**config.mk**
```make
export PLATFORM = sky130hd
export DESIGN_NAME = fes_sequencer
export DESIGN_NICKNAME = d
export VERILOG_FILES = /design/src/core/fes_pkg.sv /design/src/core/fes_pulse_timer.sv /design/src/core/fes_sequencer.sv
export SDC_FILE = /design/constraint.sdc
export NUM_CORES = 1
export LEC_CHECK = 0
export ABC_AREA = 0
export ABC_CLOCK_PERIOD_IN_PS = 7200
export BUFFER_PORTS_ARGS = -buffer_cell sky130_fd_sc_hd__buf_2
export CELL_PAD_IN_SITES_DETAIL_PLACEMENT = 1
export CELL_PAD_IN_SITES_GLOBAL_PLACEMENT = 1
export CORE_ASPECT_RATIO = 0.75
export CORE_MARGIN = 2
export CORE_UTILIZATION = 47
export DETAILED_ROUTE_END_ITERATION = 10
export PLACE_DENSITY = 0.85
export SYNTH_ARGS = -nofsm -noshare
export SYNTH_HDL_FRONTEND = slang
export SYNTH_SLANG_ARGS = --single-unit
export TNS_END_PERCENT = 5
```
**constraint.sdc**
```tcl
create_clock -name i_clk -period 7.2 [get_ports i_clk]
set_input_delay 0 -clock i_clk [delete_from_list [all_inputs] [get_ports i_clk]]
set_output_delay 0 -clock i_clk [all_outputs]
set_load 0.03 [all_outputs]
```
**src/core/fes_pkg.sv**
```systemverilog
// package for the flash erase/program sequencer
// assumes one 100 MHz clock domain; bus cycles come from an enable divider
package fes_pkg;
  localparam int ADDR_W = 16;
  localparam int DATA_W = 8;
  localparam int SPD_W = 8;
  localparam int ROW_BYTES = 32;
  localparam int PAGE_BYTES = 64;
  localparam logic [ADDR_W-1:0] ROW_MASK = 16'hffe0;
  localparam logic [ADDR_W-1:0] PAGE_MASK = 16'hffc0;
  localparam logic [ADDR_W-1:0] BPR_ADDR = 16'hff7e;
  localparam logic [ADDR_W-1:0] FLASH_BASE = 16'hc000;
  localparam logic [ADDR_W-1:0] FLASH_TOP = 16'hfdff;
  // bus clock divider: 100 MHz system clock, bus enable every N cycles
  localparam int CLK_MHZ = 100;
  localparam logic [7:0] BUS_DIV = 8'h19;
  localparam int BUS_MHZ_X4 = (CLK_MHZ * 4) / 25;
  // erase window in microseconds; target set inside 4 ms .. 5.5 ms
  localparam int ERASE_MIN_US = 4000;
  localparam int ERASE_MAX_US = 5500;
  localparam int ERASE_TGT_US = 4500;
  // erase loop: cycles per quarter-microsecond-per-speed unit
  localparam logic [31:0] ERASE_UNITS = 32'(ERASE_TGT_US);
  localparam logic [SPD_W-1:0] SPD_MIN = 8'h04;
  localparam logic [SPD_W-1:0] SPD_MAX = 8'h20;
  localparam logic [SPD_W-1:0] SPD_ROW_MIN = 8'h05;
  localparam logic [15:0] PROG_CASE1_CYC = 16'h0026;
  localparam logic [15:0] WD_BASE = 16'h0033;
  localparam logic [15:0] WD_MUL = 16'h0003;
  localparam logic [15:0] PROG_MUL = 16'h0008;
  localparam logic [15:0] PROG_ADD = 16'h0005;
  // watchdog reserviced every this many bus cycles after the first one
  localparam logic [15:0] WD_PERIOD = 16'h0400;
endpackage

```
**src/core/fes_pulse_timer.sv**
```systemverilog
// programmable down counter that times one pulse in bus cycles
// assumes i_bus_en is a one-cycle enable on the same clock
`timescale 1ns/100ps
module fes_pulse_timer (
  input wire logic i_clk,
  input wire logic i_rst_n,
  input wire logic i_bus_en,
  input wire logic i_load,
  input wire logic [31:0] i_count,
  output logic o_busy,
  output logic o_done
);
  typedef struct packed {
    logic [31:0] cnt;
    logic busy;
    logic done;
  } fes_tmr_type;
  fes_tmr_type s_reg, s_next;
  always_comb begin
    s_next = s_reg;
    s_next.done = 1'b0;
    if (i_load) begin
      s_next.cnt = i_count;
      s_next.busy = 1'b1;
    end else if (s_reg.busy && i_bus_en) begin
      if (s_reg.cnt <= 32'h1) begin
        s_next.busy = 1'b0;
        s_next.done = 1'b1;
        s_next.cnt = 32'h0;
      end else begin
        s_next.cnt = s_reg.cnt - 32'h1;
      end
    end
  end
  always_ff @(posedge i_clk) begin
    if (!i_rst_n) begin
      s_reg <= '0;
    end else begin
      s_reg <= s_next;
    end
  end
  assign o_busy = s_reg.busy;
  assign o_done = s_reg.done;
endmodule

```
**src/core/fes_sequencer.sv**
```systemverilog
// flash erase / range-program sequencer with pulse timing and watchdog
// assumes flash array write port and protect value on the same clock;
// the high-voltage test detect and monitor security flag are pins
//
// Behaviour
// (RULE1) after a range program the address pair points past the last byte.
// (RULE2) program accepts ranges from one byte up to a row, start to last.
// (RULE3) erase clears one 64-byte page or the whole array.
// (RULE4) an address equal to the protect register selects a whole erase.
// (RULE5) any other flash address erases only its containing page.
// (RULE6) timing scales with the speed code over the 1 to 8 MHz range.
// (RULE7) each erase pulse lasts between 4 ms and 5.5 ms.
// (RULE8) the caller loads the speed code as four times the MHz rate.
// (RULE9) interrupts are masked during erase and restored at the end.
// (RULE10) first watchdog service comes 51 plus 3 times speed code cycles in.
// (RULE11) the caller gives a page address or the protect register address.
// (RULE12) protected locations are not erased.
// (RULE13) test high voltage on the interrupt pin bypasses protection.
// (RULE14) a completed whole erase re-opens access after a failed check.
// (RULE15) the caller keeps one program request inside one row.
// (RULE16) from speed code five up each program pulse is 8 x code + 5 cycles.
// (RULE17) the watchdog is serviced periodically through the erase pulse.
`timescale 1ns/100ps
module fes_sequencer (
  input wire logic i_clk,
  input wire logic i_rst_n,
  input wire logic i_erase_start,
  input wire logic i_prog_start,
  input wire logic [fes_pkg::ADDR_W-1:0] i_index_addr,
  input wire logic [fes_pkg::ADDR_W-1:0] i_last_range_address,
  input wire logic [fes_pkg::SPD_W-1:0] i_op_speed_code,
  input wire logic [fes_pkg::DATA_W-1:0] i_prog_data,
  input wire logic [fes_pkg::DATA_W-1:0] i_block_protect_reg,
  input wire logic i_irq_mask,
  input wire logic i_hv_test,
  input wire logic i_sec_failed,
  output logic o_busy,
  output logic o_done,
  output logic [fes_pkg::ADDR_W-1:0] o_index_addr,
  output logic o_irq_mask,
  output logic o_watchdog_service,
  output logic o_data_req,
  output logic o_flash_we,
  output logic o_flash_hv,
  output logic o_page_erase,
  output logic o_array_erase,
  output logic [fes_pkg::ADDR_W-1:0] o_flash_addr,
  output logic [fes_pkg::DATA_W-1:0] o_flash_data,
  output logic o_erase_refused,
  output logic o_access_ok
);
  import fes_pkg::*;

  // ****************************************************************
  // state and pin synchronisers
  // ****************************************************************
  typedef enum logic [5:0] {
    ST_IDLE = 6'b000001,
    ST_EWAIT = 6'b000010,
    ST_EPULSE = 6'b000100,
    ST_PLOAD = 6'b001000,
    ST_PPULSE = 6'b010000,
    ST_FIN = 6'b100000
  } fes_state_type;

  typedef struct packed {
    fes_state_type st;
    logic [7:0] div;
    logic bus_en;
    logic [ADDR_W-1:0] addr;
    logic [ADDR_W-1:0] last;
    logic [SPD_W-1:0] spd;
    logic saved_mask;
    logic mask;
    logic [15:0] wd_cnt;
    logic wd_first;
    logic wd_pulse;
    logic whole;
    logic done;
    logic we;
    logic hv;
    logic [DATA_W-1:0] data;
    logic refused;
    logic access_ok;
    logic [1:0] hv_sync;
    logic [1:0] sec_sync;
    logic sec_q;
  } fes_seq_type;

  fes_seq_type s_reg, s_next;
  logic tmr_load, tmr_busy, tmr_done;
  logic [31:0] tmr_count;
  logic [ADDR_W-1:0] prot_base;
  logic is_prot;
  logic [31:0] erase_cyc;
  logic [15:0] prog_cyc;

  fes_pulse_timer u_timer (
    .i_clk(i_clk),
    .i_rst_n(i_rst_n),
    .i_bus_en(s_reg.bus_en),
    .i_load(tmr_load),
    .i_count(tmr_count),
    .o_busy(tmr_busy),
    .o_done(tmr_done)
  );

  // ****************************************************************
  // pulse lengths
  // ****************************************************************
  // protect value selects the lowest protected address in 64-byte steps
  assign prot_base = {2'b11, i_block_protect_reg, 6'h00};
  // erase time scales with speed code: code/4 cycles per microsecond
  assign erase_cyc = (ERASE_UNITS * 32'(s_reg.spd)) >> 2; // RULE6 RULE7
  assign prog_cyc = (s_reg.spd < SPD_ROW_MIN) ? PROG_CASE1_CYC :
    16'(PROG_MUL * 16'(s_reg.spd) + PROG_ADD); // RULE16

  always_comb begin
    is_prot = 1'b0;
    if (i_block_protect_reg != 8'hff) begin
      is_prot = s_reg.whole || (s_reg.addr >= prot_base); // RULE12
    end
    if (s_reg.hv_sync[1]) begin
      is_prot = 1'b0; // RULE13
    end
  end

  // ****************************************************************
  // sequencer
  // ****************************************************************
  always_comb begin
    s_next = s_reg;
    tmr_load = 1'b0;
    tmr_count = 32'h0;
    s_next.hv_sync = {s_reg.hv_sync[0], i_hv_test};
    s_next.sec_sync = {s_reg.sec_sync[0], i_sec_failed};
    s_next.done = 1'b0;
    s_next.wd_pulse = 1'b0;
    s_next.we = 1'b0;
    s_next.bus_en = 1'b0;
    if (s_reg.div >= BUS_DIV - 8'h1) begin
      s_next.div = 8'h0;
      s_next.bus_en = 1'b1;
    end else begin
      s_next.div = s_reg.div + 8'h1;
    end
    s_next.sec_q = s_reg.sec_sync[1];
    // a failed check closes access on its rising edge only, so a pin
    // left high cannot undo a later whole erase; that erase wins below
    if (s_reg.sec_sync[1] && !s_reg.sec_q) begin
      s_next.access_ok = 1'b0; // RULE14
    end
    if (s_reg.st != ST_IDLE && s_reg.bus_en) begin
      if (s_reg.wd_cnt <= 16'h1) begin
        s_next.wd_pulse = 1'b1; // RULE10
        s_next.wd_cnt = WD_PERIOD; // RULE17
      end else begin
        s_next.wd_cnt = s_reg.wd_cnt - 16'h1;
      end
    end
    unique case (s_reg.st)
      ST_IDLE: begin
        s_next.refused = 1'b0;
        if (i_erase_start) begin
          s_next.saved_mask = i_irq_mask;
          s_next.mask = 1'b1; // RULE9
          s_next.spd = i_op_speed_code; // RULE8
          s_next.whole = (i_index_addr == BPR_ADDR); // RULE4 RULE11
          s_next.addr = (i_index_addr == BPR_ADDR) ? FLASH_BASE :
            (i_index_addr & PAGE_MASK); // RULE3 RULE5
          s_next.wd_cnt = 16'(WD_BASE + WD_MUL * 16'(i_op_speed_code));
          s_next.st = ST_EWAIT;
        end else if (i_prog_start) begin
          s_next.saved_mask = i_irq_mask;
          s_next.mask = 1'b1;
          s_next.spd = i_op_speed_code;
          s_next.addr = i_index_addr;
          s_next.last = i_last_range_address; // RULE2 RULE15
          s_next.wd_cnt = WD_PERIOD;
          s_next.st = ST_PLOAD;
        end
      end
      ST_EWAIT: begin
        if (is_prot) begin
          s_next.refused = 1'b1; // RULE12
          s_next.st = ST_FIN;
        end else begin
          tmr_load = 1'b1;
          tmr_count = erase_cyc;
          s_next.hv = 1'b1;
          s_next.st = ST_EPULSE;
        end
      end
      ST_EPULSE: begin
        if (tmr_done) begin
          s_next.hv = 1'b0;
          if (s_reg.whole) begin
            s_next.access_ok = 1'b1; // RULE14
          end
          s_next.st = ST_FIN;
        end
      end
      ST_PLOAD: begin
        s_next.data = i_prog_data;
        s_next.we = 1'b1;
        s_next.hv = 1'b1;
        tmr_load = 1'b1;
        tmr_count = 32'(prog_cyc);
        s_next.st = ST_PPULSE;
      end
      ST_PPULSE: begin
        if (tmr_done) begin
          s_next.hv = 1'b0;
          s_next.addr = s_reg.addr + 16'h1; // RULE1
          if (s_reg.addr == s_reg.last) begin
            s_next.st = ST_FIN;
          end else begin
            s_next.st = ST_PLOAD;
          end
        end
      end
      ST_FIN: begin
        s_next.mask = s_reg.saved_mask; // RULE9
        s_next.done = 1'b1;
        s_next.st = ST_IDLE;
      end
    endcase
  end

  always_ff @(posedge i_clk) begin
    if (!i_rst_n) begin
      s_reg <= '0;
      s_reg.st <= ST_IDLE;
      s_reg.access_ok <= 1'b1;
    end else begin
      s_reg <= s_next;
    end
  end

  // ****************************************************************
  // outputs
  // ****************************************************************
  assign o_busy = (s_reg.st != ST_IDLE);
  assign o_done = s_reg.done;
  assign o_index_addr = s_reg.addr;
  assign o_irq_mask = s_reg.mask;
  assign o_watchdog_service = s_reg.wd_pulse;
  assign o_data_req = (s_reg.st == ST_PLOAD);
  assign o_flash_we = s_reg.we;
  assign o_flash_hv = s_reg.hv;
  assign o_page_erase = s_reg.hv && (s_reg.st == ST_EPULSE) && !s_reg.whole;
  assign o_array_erase = s_reg.hv && (s_reg.st == ST_EPULSE) && s_reg.whole;
  assign o_flash_addr = s_reg.addr;
  assign o_flash_data = s_reg.data;
  assign o_erase_refused = s_reg.refused;
  assign o_access_ok = s_reg.access_ok;
endmodule

```
==> results of run 1 <==
where the power goes:
group	switching [mW]	total [mW]	internal (mW)
clock	0.345	0.890	0.545
combinational	0.507	0.815	0.308
sequential	0.0674	0.826	0.758
worst reg2reg max path: cells and delay by family, from the launching register on:
kind | cells | cell delay, ns
DFF | 1 | 0.55
adders and majority gates | 5 | 2.00
muxes | 1 | 0.38
AOI/OAI and AO/OA | 4 | 0.97
and+or+nand+nor | 2 | 0.26
buffers and inverters | 2 | 0.10
worst paths after layout:
kind                                from                             end  cells past startpoint
setup / recovery  s_reg[46]$_SDFFE_PN0P_  u_timer.s_reg[18]$_SDFFE_PN0P_                     14
hold / removal           i_index_addr[3]    o_flash_addr[3]$_SDFFE_PN0P_                      4
setup reg to reg  s_reg[46]$_SDFFE_PN0P_  u_timer.s_reg[18]$_SDFFE_PN0P_                     14
hold reg to reg     s_next[0]$_SDFF_PN0_             s_reg[0]$_SDFF_PN0_                      2
cells in the mapped netlist, drive strengths merged (19+ instances only):
cell type / count
nand2: 131
xnor2: 37
nor4: 20
ha: 77
nand3: 22
buf: 53
clkbuf: 27
dfxtp: 127
o21ai: 71
a21oi: 88
nor2: 84
nor3: 28
nand4: 19
inv: 73
per-layer routing:
| layer | global-route usage, % | routed length, um | vias up |
|---|---|---|---|
| met1 | 41.02 | 12690 | 4025 |
| met5 | 0 | 0 | - |
| met3 | 5.525 | 1667 | 44 |
| li1 | - | - | 3894 |
| met2 | 48.37 | 13030 | 309 |
| met4 | 9.628 | 628 | 0 |
cell families after synthesis:
logic type	count (synthesis)	share of synthesized area, %
multiplexers	4	0.5510
AO/OA/AOI/OAI	251	18.12
other	1	0.04463
buffers and inverters	154	8.995
XOR/XNOR	53	5.525
AND/OR/NAND/NOR	381	22.41
flip-flops	127	30.26
adder cells (fa/ha/maj)	88	14.09
what timing repair did:
item | in CTS | in global routing
endpoints found under the setup margin | 0 | 0
hold buffers | 48 | 0
endpoints found under the hold margin | 50 | 0
cell type report:
type / count / area [um2]
fillers: 2171 / 7629
multi-input cells: 780 / 5111
flip-flops and latches: 127 / 2542
repair buffers: 166 / 1084
clock buffers: 19 / 432.9
well taps: 242 / 302.8
inverters: 74 / 277.8
clock inverters: 13 / 165.2
diodes: 3 / 7.507
==> metrics.txt, run 1 <==
commonest non-fill, non-tap cells in the layout nand2_1 (131), dfxtp_1 (127), buf_2 (113); Synth Flop Type dfxtp_1; synth unique cells 78; CTS tree built; global-route wire length before repair 44500 um; WL/cell around 20 um; Hold Crit Class in -> reg; pre-CTS setup slack 2.909 ns; Resized Gates After CTS 0; initial antenna violation count 3; post-synth top area share 30.26%; cell chain of the critical path ha_1, ha_1, fa_1, inv_1, fa_1, inv_1, ha_1, nor4bb_1, o21ai_0, a21oi_1, o21ai_0, mux2_2, nand4_1, o211ai_1; post-synthesis sequential area ratio 30.26%; finished layout cell area 9923 um2; max reg flops 59; CTS Sinks around 130; Critical Path RT approximately 7.5 ns; status completed; pwr/cell area 255.0 nW/um2; Clock Skew around 0.013 ns; RSZ-0062 raised after global routing no; # rows 42; Syn Area/Cell 7.934 um2; CP Launch Type register; number of flops mapped to enable cells by yosys 0; Placeable Area ~18000 um2; Worst slew margin a little over a quarter; placed cell count 1341; Synth area leader dfxtp_1; worst-margin pin slew 1.090 ns; Clock transition at path regs ~0.060 ns; Cells after Synth between 1000 and 1500; GR Overflow Total 0; post-synthesis cell area between 8000 and 9000 um2; max-cap violation count 0; post-route ant nets 0; postcts setup bufs 0; WHS between 0.015 and 0.02 ns; HPWL after DPL 18670 um; Period minus WS final 4.386 ns; Iteration-0 DRC Markers 713; Max VDD drop 0.1356 mV; Setup Total Neg Slack 0 ns; WP data arrival 4.69 ns; # IOs about 110; largest net degree at the start of global routing ~70; Buffers on Ports around 110; FF+latch count, synth 127; die height 119.8 um; Residual DRC 0; drt pass-1 iters 5; CTS Buffer Depth 2; Crit Path Max Fanout 8; Ys Warns 0; Via Count 8272; Setup violations, final 0; clk root buf clkbuf_16; Routed WL 28010 um; Fin. Hold Viols 0; Starting Density 47.87%; non-filler cells, final around 1400; die area 18970 um2; Slowest-stage cell, CP dfxtp_1; most common cell after layout, fill and taps aside nand2_1; crit-path most repeated cell ha_1; asr flop ratio synth 0%; CP peak stage delay 0.55 ns; Crit Path Class reg -> reg; GRT Total Usage 30.11%; Final Core Density 56.54%; FF-to-FF setup slack 2.81 ns; setup ws final about 2.8 ns; CP delay by family, top adder cells; dpl cell area between 8000 and 9000 um2; H-tree depth 4; fraction of layout cells with a size suffix above 1 around 15%; die width ~160 um; Max Fclk between 200 and 250 MHz; vias per inst roughly 5.8; main area contributors after synthesis dfxtp_1 (30%), ha_1 (11%), nand2_1 (5.9%), a21oi_1 (5.2%), o21ai_0 (4.0%); Worst-Skew Late Latency 0.43 ns; fin. max-slew vios 0; global placement routability congestion 0.8944; P&R area growth vs syn 18.11%; CP bufs+invs 2; final total power 2.531 mW; Setup crit end kind register; Num CTS Buffers 17; via count of the first global-routing pass 8271; Tcrit/Tclk final 60.92%; fin nets 1317; Pleak approximately 4.3 nW
No activity file was read; power rests on OpenSTA's default activity.
==> run 2, diff against run 1 <==
- ABC_AREA: 0 -> 1
- ABC_CLOCK_PERIOD_IN_PS: 7200 -> 4500
- CORE_UTILIZATION: 47 -> 43
- PLACE_DENSITY: 0.85 -> 0.8
- clock period: 7.2 -> 4.5 ns (I/O delays scaled with it)
==> run 2 against run 1 <==
  * Synthesized cell count rose by 34%
  * First-iteration DRC count fell by 28%
  * Global-route usage fell by 3.0 points
  * Sequential power rose by 67%
  * Utilization fell by 5.5 points
  * Via count rose by 16%
  * Critical path type unchanged
==> metrics.txt, run 2 <==
post-synthesis adder-cell area fraction 12.34% (was 14.09%); Residual DRC 0 (unchanged); Clock transition at path regs 0.06 ns (about the same); clk root buf clkbuf_16 (unchanged); main area contributors after synthesis dfxtp_1 (27%), nand2_1 (10%), ha_1 (10%), nor2_1 (7.6%), inv_1 (7.4%) (was dfxtp_1 (30%), ha_1 (11%), nand2_1 (5.9%), a21oi_1 (5.2%), o21ai_0 (4.0%)); xor/xnor cell area share of the yosys netlist 5.387% (was 5.525%); CTS Buffer Depth 2 (unchanged); WL/cell 16.84 um (was 19.67 um); Cells after Synth 1415 (was 1059); Clock Skew 0.007844 ns (was 0.01277 ns); Hold Crit Class in -> reg (unchanged); CTS tree built (unchanged); WP data arrival 3.96 ns (was 4.69 ns); Max Fclk 274.8 MHz (was 228.0 MHz); post-route ant nets 0 (unchanged); Worst-Skew Late Latency 0.43 ns (about the same); CTS Sinks 127 (unchanged); Psw 1.971 mW (was 919.2 uW); fin. max-slew vios 0 (unchanged); H-tree depth 4 (unchanged); commonest cells in the netlist nand2_1 (265), nor2_1 (195), inv_1 (190) (was nand2_1 (131), dfxtp_1 (127), a21oi_1 (88)); Critical Path RT 4.82 ns (was 7.50 ns); Pleak 5.658 nW (was 4.323 nW); Synth Flop Type dfxtp_1 (unchanged); Slowest-stage cell, CP fa_1 (was dfxtp_1); drt pass-1 iters 5 (unchanged); vias per inst 5.208 (was 5.809); Flop pwr share 28.6% (was 32.6%); RSZ-0062 raised after global routing no (unchanged); Setup crit end kind register (unchanged); R2R Path End u_timer.s_reg[15]$_SDFFE_PN0P_ (was u_timer.s_reg[18]$_SDFFE_PN0P_); Sw Ratio 40.83% (was 36.32%); GRT Total Usage 27.11% (was 30.11%); Num CTS Buffers 17 (unchanged); Ys Warns 0 (unchanged); largest family of logic cells by synthesized area simple AND/OR/NAND/NOR gates (unchanged); synth unique cells 55 (was 78); Crit Path Max Fanout 8 (unchanged); Routed WL 30910 um (was 28010 um); r2r worst-path depth 17 (was 14); global-route wire length before repair 51160 um (was 44500 um); die width 176.5 um (was 158.4 um); Via Count 9557 (was 8272); dpl cell area 10060 um2 (was 8837 um2); Buffers on Ports 113 (unchanged); fin nets 1679 (was 1317); post-synthesis sequential area ratio 26.50% (was 30.26%); commonest non-fill, non-tap cells in the layout nand2_1 (265), nor2_1 (195), inv_1 (190) (was nand2_1 (131), dfxtp_1 (127), buf_2 (113)); Max VDD drop 0.2764 mV (was 0.1356 mV); post-synthesis mux area share 0% (was 0.5510%); most common cell after layout, fill and taps aside nand2_1 (unchanged); finished layout cell area 11220 um2 (was 9923 um2); Syn Area/Cell 6.779 um2 (was 7.934 um2); die area 23530 um2 (was 18970 um2); post-synth top area share 26.50% (was 30.26%); Setup violations, final 0 (unchanged); # IOs 114 (unchanged); Starting Density 43.62% (was 47.87%); CP Launch Type register (unchanged); max reg flops 59 (unchanged); Crit Path Class reg -> reg (unchanged); Tcrit/Tclk final 80.88% (was 60.92%); worst r2r src s_reg[44]$_SDFFE_PN0P_ (was s_reg[46]$_SDFFE_PN0P_); via count of the first global-routing pass 9934 (was 8271); Resized Gates After CTS 0 (unchanged); largest net degree at the start of global routing 40 (was 72); max-cap violation count 0 (unchanged); Setup Total Neg Slack 0 ns (unchanged); initial antenna violation count 0 (was 3); post-synthesis cell area 9593 um2 (was 8402 um2); Placeable Area 21990 um2 (was 17550 um2); Fin. Hold Viols 0 (unchanged); number of flops mapped to enable cells by yosys 0 (unchanged); simple-gate share of the synthesized area 31.42% (was 22.41%); clock share of power 31.9% (was 35.2%); worst-margin pin slew 0.6713 ns (was 1.090 ns); Worst Setup EP u_timer.s_reg[15]$_SDFFE_PN0P_ (was u_timer.s_reg[18]$_SDFFE_PN0P_); GR Overflow Total 0 (unchanged); Setup crit start s_reg[44]$_SDFFE_PN0P_ (was s_reg[46]$_SDFFE_PN0P_); diode count 0 (was 3); global placement routability congestion 0.8993 (was 0.8944); FF-to-FF setup slack 0.86 ns (was 2.81 ns); final total power 4.826 mW (was 2.531 mW); cell chain of the critical path ha_1, ha_1, fa_1, inv_1, fa_1, inv_1, ha_1, nand2_1, nand3b_1, nand2_1, nand3_1, nand3_1, nand2_1, nand2_1, o21ai_0, nor2_1, nor2_1 (was ha_1, ha_1, fa_1, inv_1, fa_1, inv_1, ha_1, nor4bb_1, o21ai_0, a21oi_1, o21ai_0, mux2_2, nand4_1, o211ai_1); pre-CTS setup slack 0.9026 ns (was 2.909 ns); status completed (unchanged); P&R area growth vs syn 17.01% (was 18.11%); Period minus WS final 3.640 ns (was 4.386 ns); asr flop ratio synth 0% (unchanged); # rows 47 (was 42); most common cell in the netlist nand2_1 (unchanged); Worst slew margin 55.10% (was 26.91%); fraction of layout cells with a size suffix above 1 13.56% (was 14.59%); internal power 2.855 mW (was 1.611 mW); crit-path most repeated cell nand2_1 (was ha_1); Gate power share 39.5% (was 32.2%); setup ws final 0.8605 ns (was 2.814 ns); HPWL after DPL 21860 um (was 18670 um); CP peak stage delay 0.54 ns (was 0.55 ns); Synth area leader dfxtp_1 (unchanged); FF+latch count, synth 127 (unchanged); Iteration-0 DRC Markers 515 (was 713); die height 133.4 um (was 119.8 um); Synth Area in Compound Gates 11.16% (was 18.12%); pwr/cell area 429.9 nW/um2 (was 255.0 nW/um2)
## run 2: what timing repair did
item                                   in CTS  in global routing
buffers inserted                            0                  0
endpoints found under the hold margin      55                  0
hold buffers                               52                  0
## run 2: area by class of cell
class | instances | area [um2]
inverters | 199 | 750.7
flip-flops and latches | 127 | 2542
multi-input cells | 1013 | 5797
fillers | 2912 | 10770
well taps | 294 | 367.9
clock inverters | 14 | 203.9
clock buffers | 18 | 439.2
repair buffers | 170 | 1124
## run 2: how the worst min path moves through the flow
stage	start	endpoint	depth (start not counted)
2_1_floorplan	i_sec_failed	s_next[2]$_SDFF_PN0_	2
3_3_place_gp	i_hv_test	s_next[4]$_SDFF_PN0_	3
3_5_place_dp	i_hv_test	s_next[4]$_SDFF_PN0_	3
4_1_cts	i_prog_start	s_reg[88]$_SDFFE_PN1P_	4
5_1_grt	i_prog_start	s_reg[88]$_SDFFE_PN1P_	4
6_report	i_prog_start	s_reg[88]$_SDFFE_PN1P_	4
## run 2: worst max-delay path, delay by kind of cell (launching register included)
kind | cells | cell delay, ns
compound gates | 1 | 0.07
buf+inv | 2 | 0.11
simple gates | 9 | 0.83
flops | 1 | 0.51
fa+ha+maj | 5 | 2.00
## run 2: logic make-up after synthesis
kind of cell / count (synthesis)
compound gates: 188
xor+xnor: 59
fa+ha+maj: 88
buf+inv: 277
flops: 127
other cells: 1
simple gates: 675
## run 2: per-layer routing
metal / vias to the layer above / routed length (um) / global-route usage [%] / share of wire [%]
li1: 4749 / - / - / -
met1: 4591 / 14660 / 36.04 / 47
met2: 189 / 14560 / 45.77 / 47
met3: 28 / 1317 / 4.966 / 4.3
met4: 0 / 365 / 6.198 / 1.2
met5: - / 0 / 0 / 0
## run 2: power groups by stage
| stage | registers [mW] | clock network, mW | logic (mW) |
|---|---|---|---|
| after global placement | 1.39 | 0 | 1.78 |
| after global routing | 1.40 | 1.60 | 2.15 |
| after CTS | 1.38 | 1.56 | 1.90 |
| after floorplan | 1.36 | 0 | 1.43 |
| final | 1.38 | 1.54 | 1.90 |
| after detailed placement | 1.40 | 0 | 1.84 |
## run 2: through the flow
stage	hold slack, ns	utilization (%)	std cells
5_1_grt	0.08061	51.04	1835
6_report	0.07284	51.04	1835
4_1_cts	0.06104	51.04	1835
2_1_floorplan	0.09763	-	1417
3_5_place_dp	0.1985	45.74	1751
3_3_place_gp	0.1835	45.74	1751
==> run 3, diff against run 2 <==
- ABC_CLOCK_PERIOD_IN_PS: 4500 -> 3700
- clock period: 4.5 -> 3.7 ns (I/O delays scaled with it)
==> run 3 against run 2 <==
  * Utilization rose by 0.10 points
  * Sequential power rose by 20%
  * First-iteration DRC count rose by 7.0%
  * Register-to-register slack got worse by 0.59 ns
  * Count of clock-buffer cells in the layout did not move
  * Non-clock buffer count rose by 9
  * Largest power group unchanged
  * Highest routed layer unchanged
==> metrics.txt, run 3 (synthesis gave the netlist of run 2 again) <==
fin nets 1688 (was 1679); WP data arrival 3.75 ns (was 3.96 ns); CP Launch Type register (unchanged); largest net degree at the start of global routing 44 (was 40); Setup crit start s_reg[41]$_SDFFE_PN0P_ (was s_reg[44]$_SDFFE_PN0P_); worst r2r src s_reg[41]$_SDFFE_PN0P_ (was s_reg[44]$_SDFFE_PN0P_); CTS Buffer Depth 2 (unchanged); Starting Density 43.62% (unchanged); Clock transition at path regs 0.07 ns (was 0.06 ns); Iteration-0 DRC Markers 551 (was 515); Worst-Skew Late Latency 0.42 ns (was 0.43 ns); # IOs 114 (unchanged); GRT Total Usage 26.90% (was 27.11%); postcts setup bufs 0 (unchanged); die width 176.5 um (unchanged); Max VDD drop 0.3601 mV (was 0.2764 mV); Buffers on Ports 113 (unchanged); pwr/cell area 509.7 nW/um2 (was 429.9 nW/um2); worst hold stages 4 (unchanged); Routed WL 30840 um (was 30910 um); max reg flops 59 (unchanged); non-filler cells, final 1844 (was 1835); vias per inst 5.223 (was 5.208); worst-margin pin slew 0.6882 ns (was 0.6713 ns); Max Fclk 291.2 MHz (was 274.8 MHz); Period minus WS final 3.434 ns (was 3.640 ns); WL/cell 16.72 um (was 16.84 um); commonest non-fill, non-tap cells in the layout nand2_1 (264), nor2_1 (195), inv_1 (190) (was nand2_1 (265), nor2_1 (195), inv_1 (190)); WHS 0.04342 ns (was 0.07284 ns); clk root buf clkbuf_16 (unchanged); Setup violations, final 0 (unchanged); initial antenna violation count 0 (unchanged); r2r worst-path depth 13 (was 17); H-tree depth 4 (unchanged); Clock Skew 0.008759 ns (was 0.007844 ns); Residual DRC 0 (unchanged); P&R area growth vs syn 17.24% (was 17.01%); post-route ant nets 0 (unchanged); Placeable Area 21990 um2 (unchanged); placed cell count 1760 (was 1751); RSZ-0062 raised after global routing no (unchanged); Via Count 9631 (was 9557); Setup crit end kind register (unchanged); max-cap violation count 0 (unchanged); fin. max-slew vios 0 (unchanged); Tcrit/Tclk final 92.81% (was 80.88%); via count of the first global-routing pass 10055 (was 9934); Fin. Hold Viols 0 (unchanged); HPWL after DPL 21940 um (was 21860 um); Worst slew margin 54.12% (was 55.10%); CTS Sinks 127 (unchanged); Pleak 5.684 nW (was 5.658 nW); Critical Path RT 4.02 ns (was 4.82 ns); global placement routability congestion 0.8935 (was 0.8993); Crit Path Max Fanout 7 (was 8); most common cell after layout, fill and taps aside nand2_1 (unchanged); status completed (unchanged); die height 133.4 um (unchanged); drt pass-1 iters 5 (unchanged); GR Overflow Total 0 (unchanged); CTS tree built (unchanged); Hold Startpoint i_prog_start (unchanged); Setup Total Neg Slack 0 ns (unchanged); die area 23530 um2 (unchanged); fraction of layout cells with a size suffix above 1 14.19% (was 13.56%); global-route wire length before repair 50690 um (was 51160 um); diode count 0 (unchanged); # rows 47 (unchanged); Num CTS Buffers 17 (unchanged); Crit Path Class reg -> reg (unchanged); Hold Crit Class in -> reg (unchanged)
run 3: cell count changes in the layout (fill, tap and decap cells not counted), sizes merged:
cell / before / now
buf: 118 / 127
bufinv: 4 / 2
clkinv: 5 / 7
run 3: metal layers:
layer / routed length [um] / GRT usage [%]
met1: 14530 / 35.67
met5: 0 / 0
met2: 14760 / 46.06
met3: 1198 / 4.138
met4: 344 / 6.290
run 3: cell type report:
| type | instances | area [um2] |
|---|---|---|
| flip-flops and latches | 127 | 2544 |
| multi-input cells | 1013 | 5799 |
| inverters | 199 | 750.7 |
| well taps | 294 | 367.9 |
| fillers | 2923 | 10750 |
| clock inverters | 14 | 155.1 |
| clock buffers | 18 | 439.2 |
| repair buffers | 179 | 1191 |
run 3: path summary, 6_finish.rpt:
check | to | slack (ns)
min reg2reg | s_reg[4]$_SDFF_PN0_ | 0.42
min | s_reg[88]$_SDFFE_PN1P_ | 0.04
max reg2reg | u_timer.s_reg[13]$_SDFFE_PN0P_ | 0.27
max | u_timer.s_reg[13]$_SDFFE_PN0P_ | 0.27
run 3: metrics by stage:
step / util, % / total power [mW] / setup slack (ns) / instance area [um2]
5_1_grt: 51.14 / 6.150 / 0.02846 / 11250
3_5_place_dp: 46.05 / 3.946 / 0.2445 / 10130
4_1_cts: 51.12 / 5.737 / 0.2376 / 11240
2_1_floorplan: - / 3.392 / 0.4533 / 9600
6_report: 51.14 / 5.733 / 0.2659 / 11250
3_3_place_gp: 46.05 / 3.874 / 0.3746 / 10130
run 3: power by group:
group          switching [mW]  total [mW]  internal (mW)  leakage (nW)
Combinational            1.53        2.35          0.822          4.36
Sequential              0.154        1.65           1.50          1.04
Clock                   0.705        1.73           1.02         0.288
run 3: critical path, cell delays in order, from the launching register on:
cell      delay, ns
dfxtp_1        0.54
ha_1           0.30
inv_1          0.07
fa_1           0.41
ha_1           0.31
ha_1           0.30
ha_1           0.36
a21oi_1        0.31
o21bai_1       0.14
a21oi_1        0.16
xor2_1         0.17
o21ai_0        0.09
nor2_1         0.11
nor2_1         0.05
run 3: repair_timing:
item,in CTS,in global routing
endpoints found under the setup margin,0,3
hold buffers,52,0
gates resized for setup,0,2
hold endpoints to repair,55,0
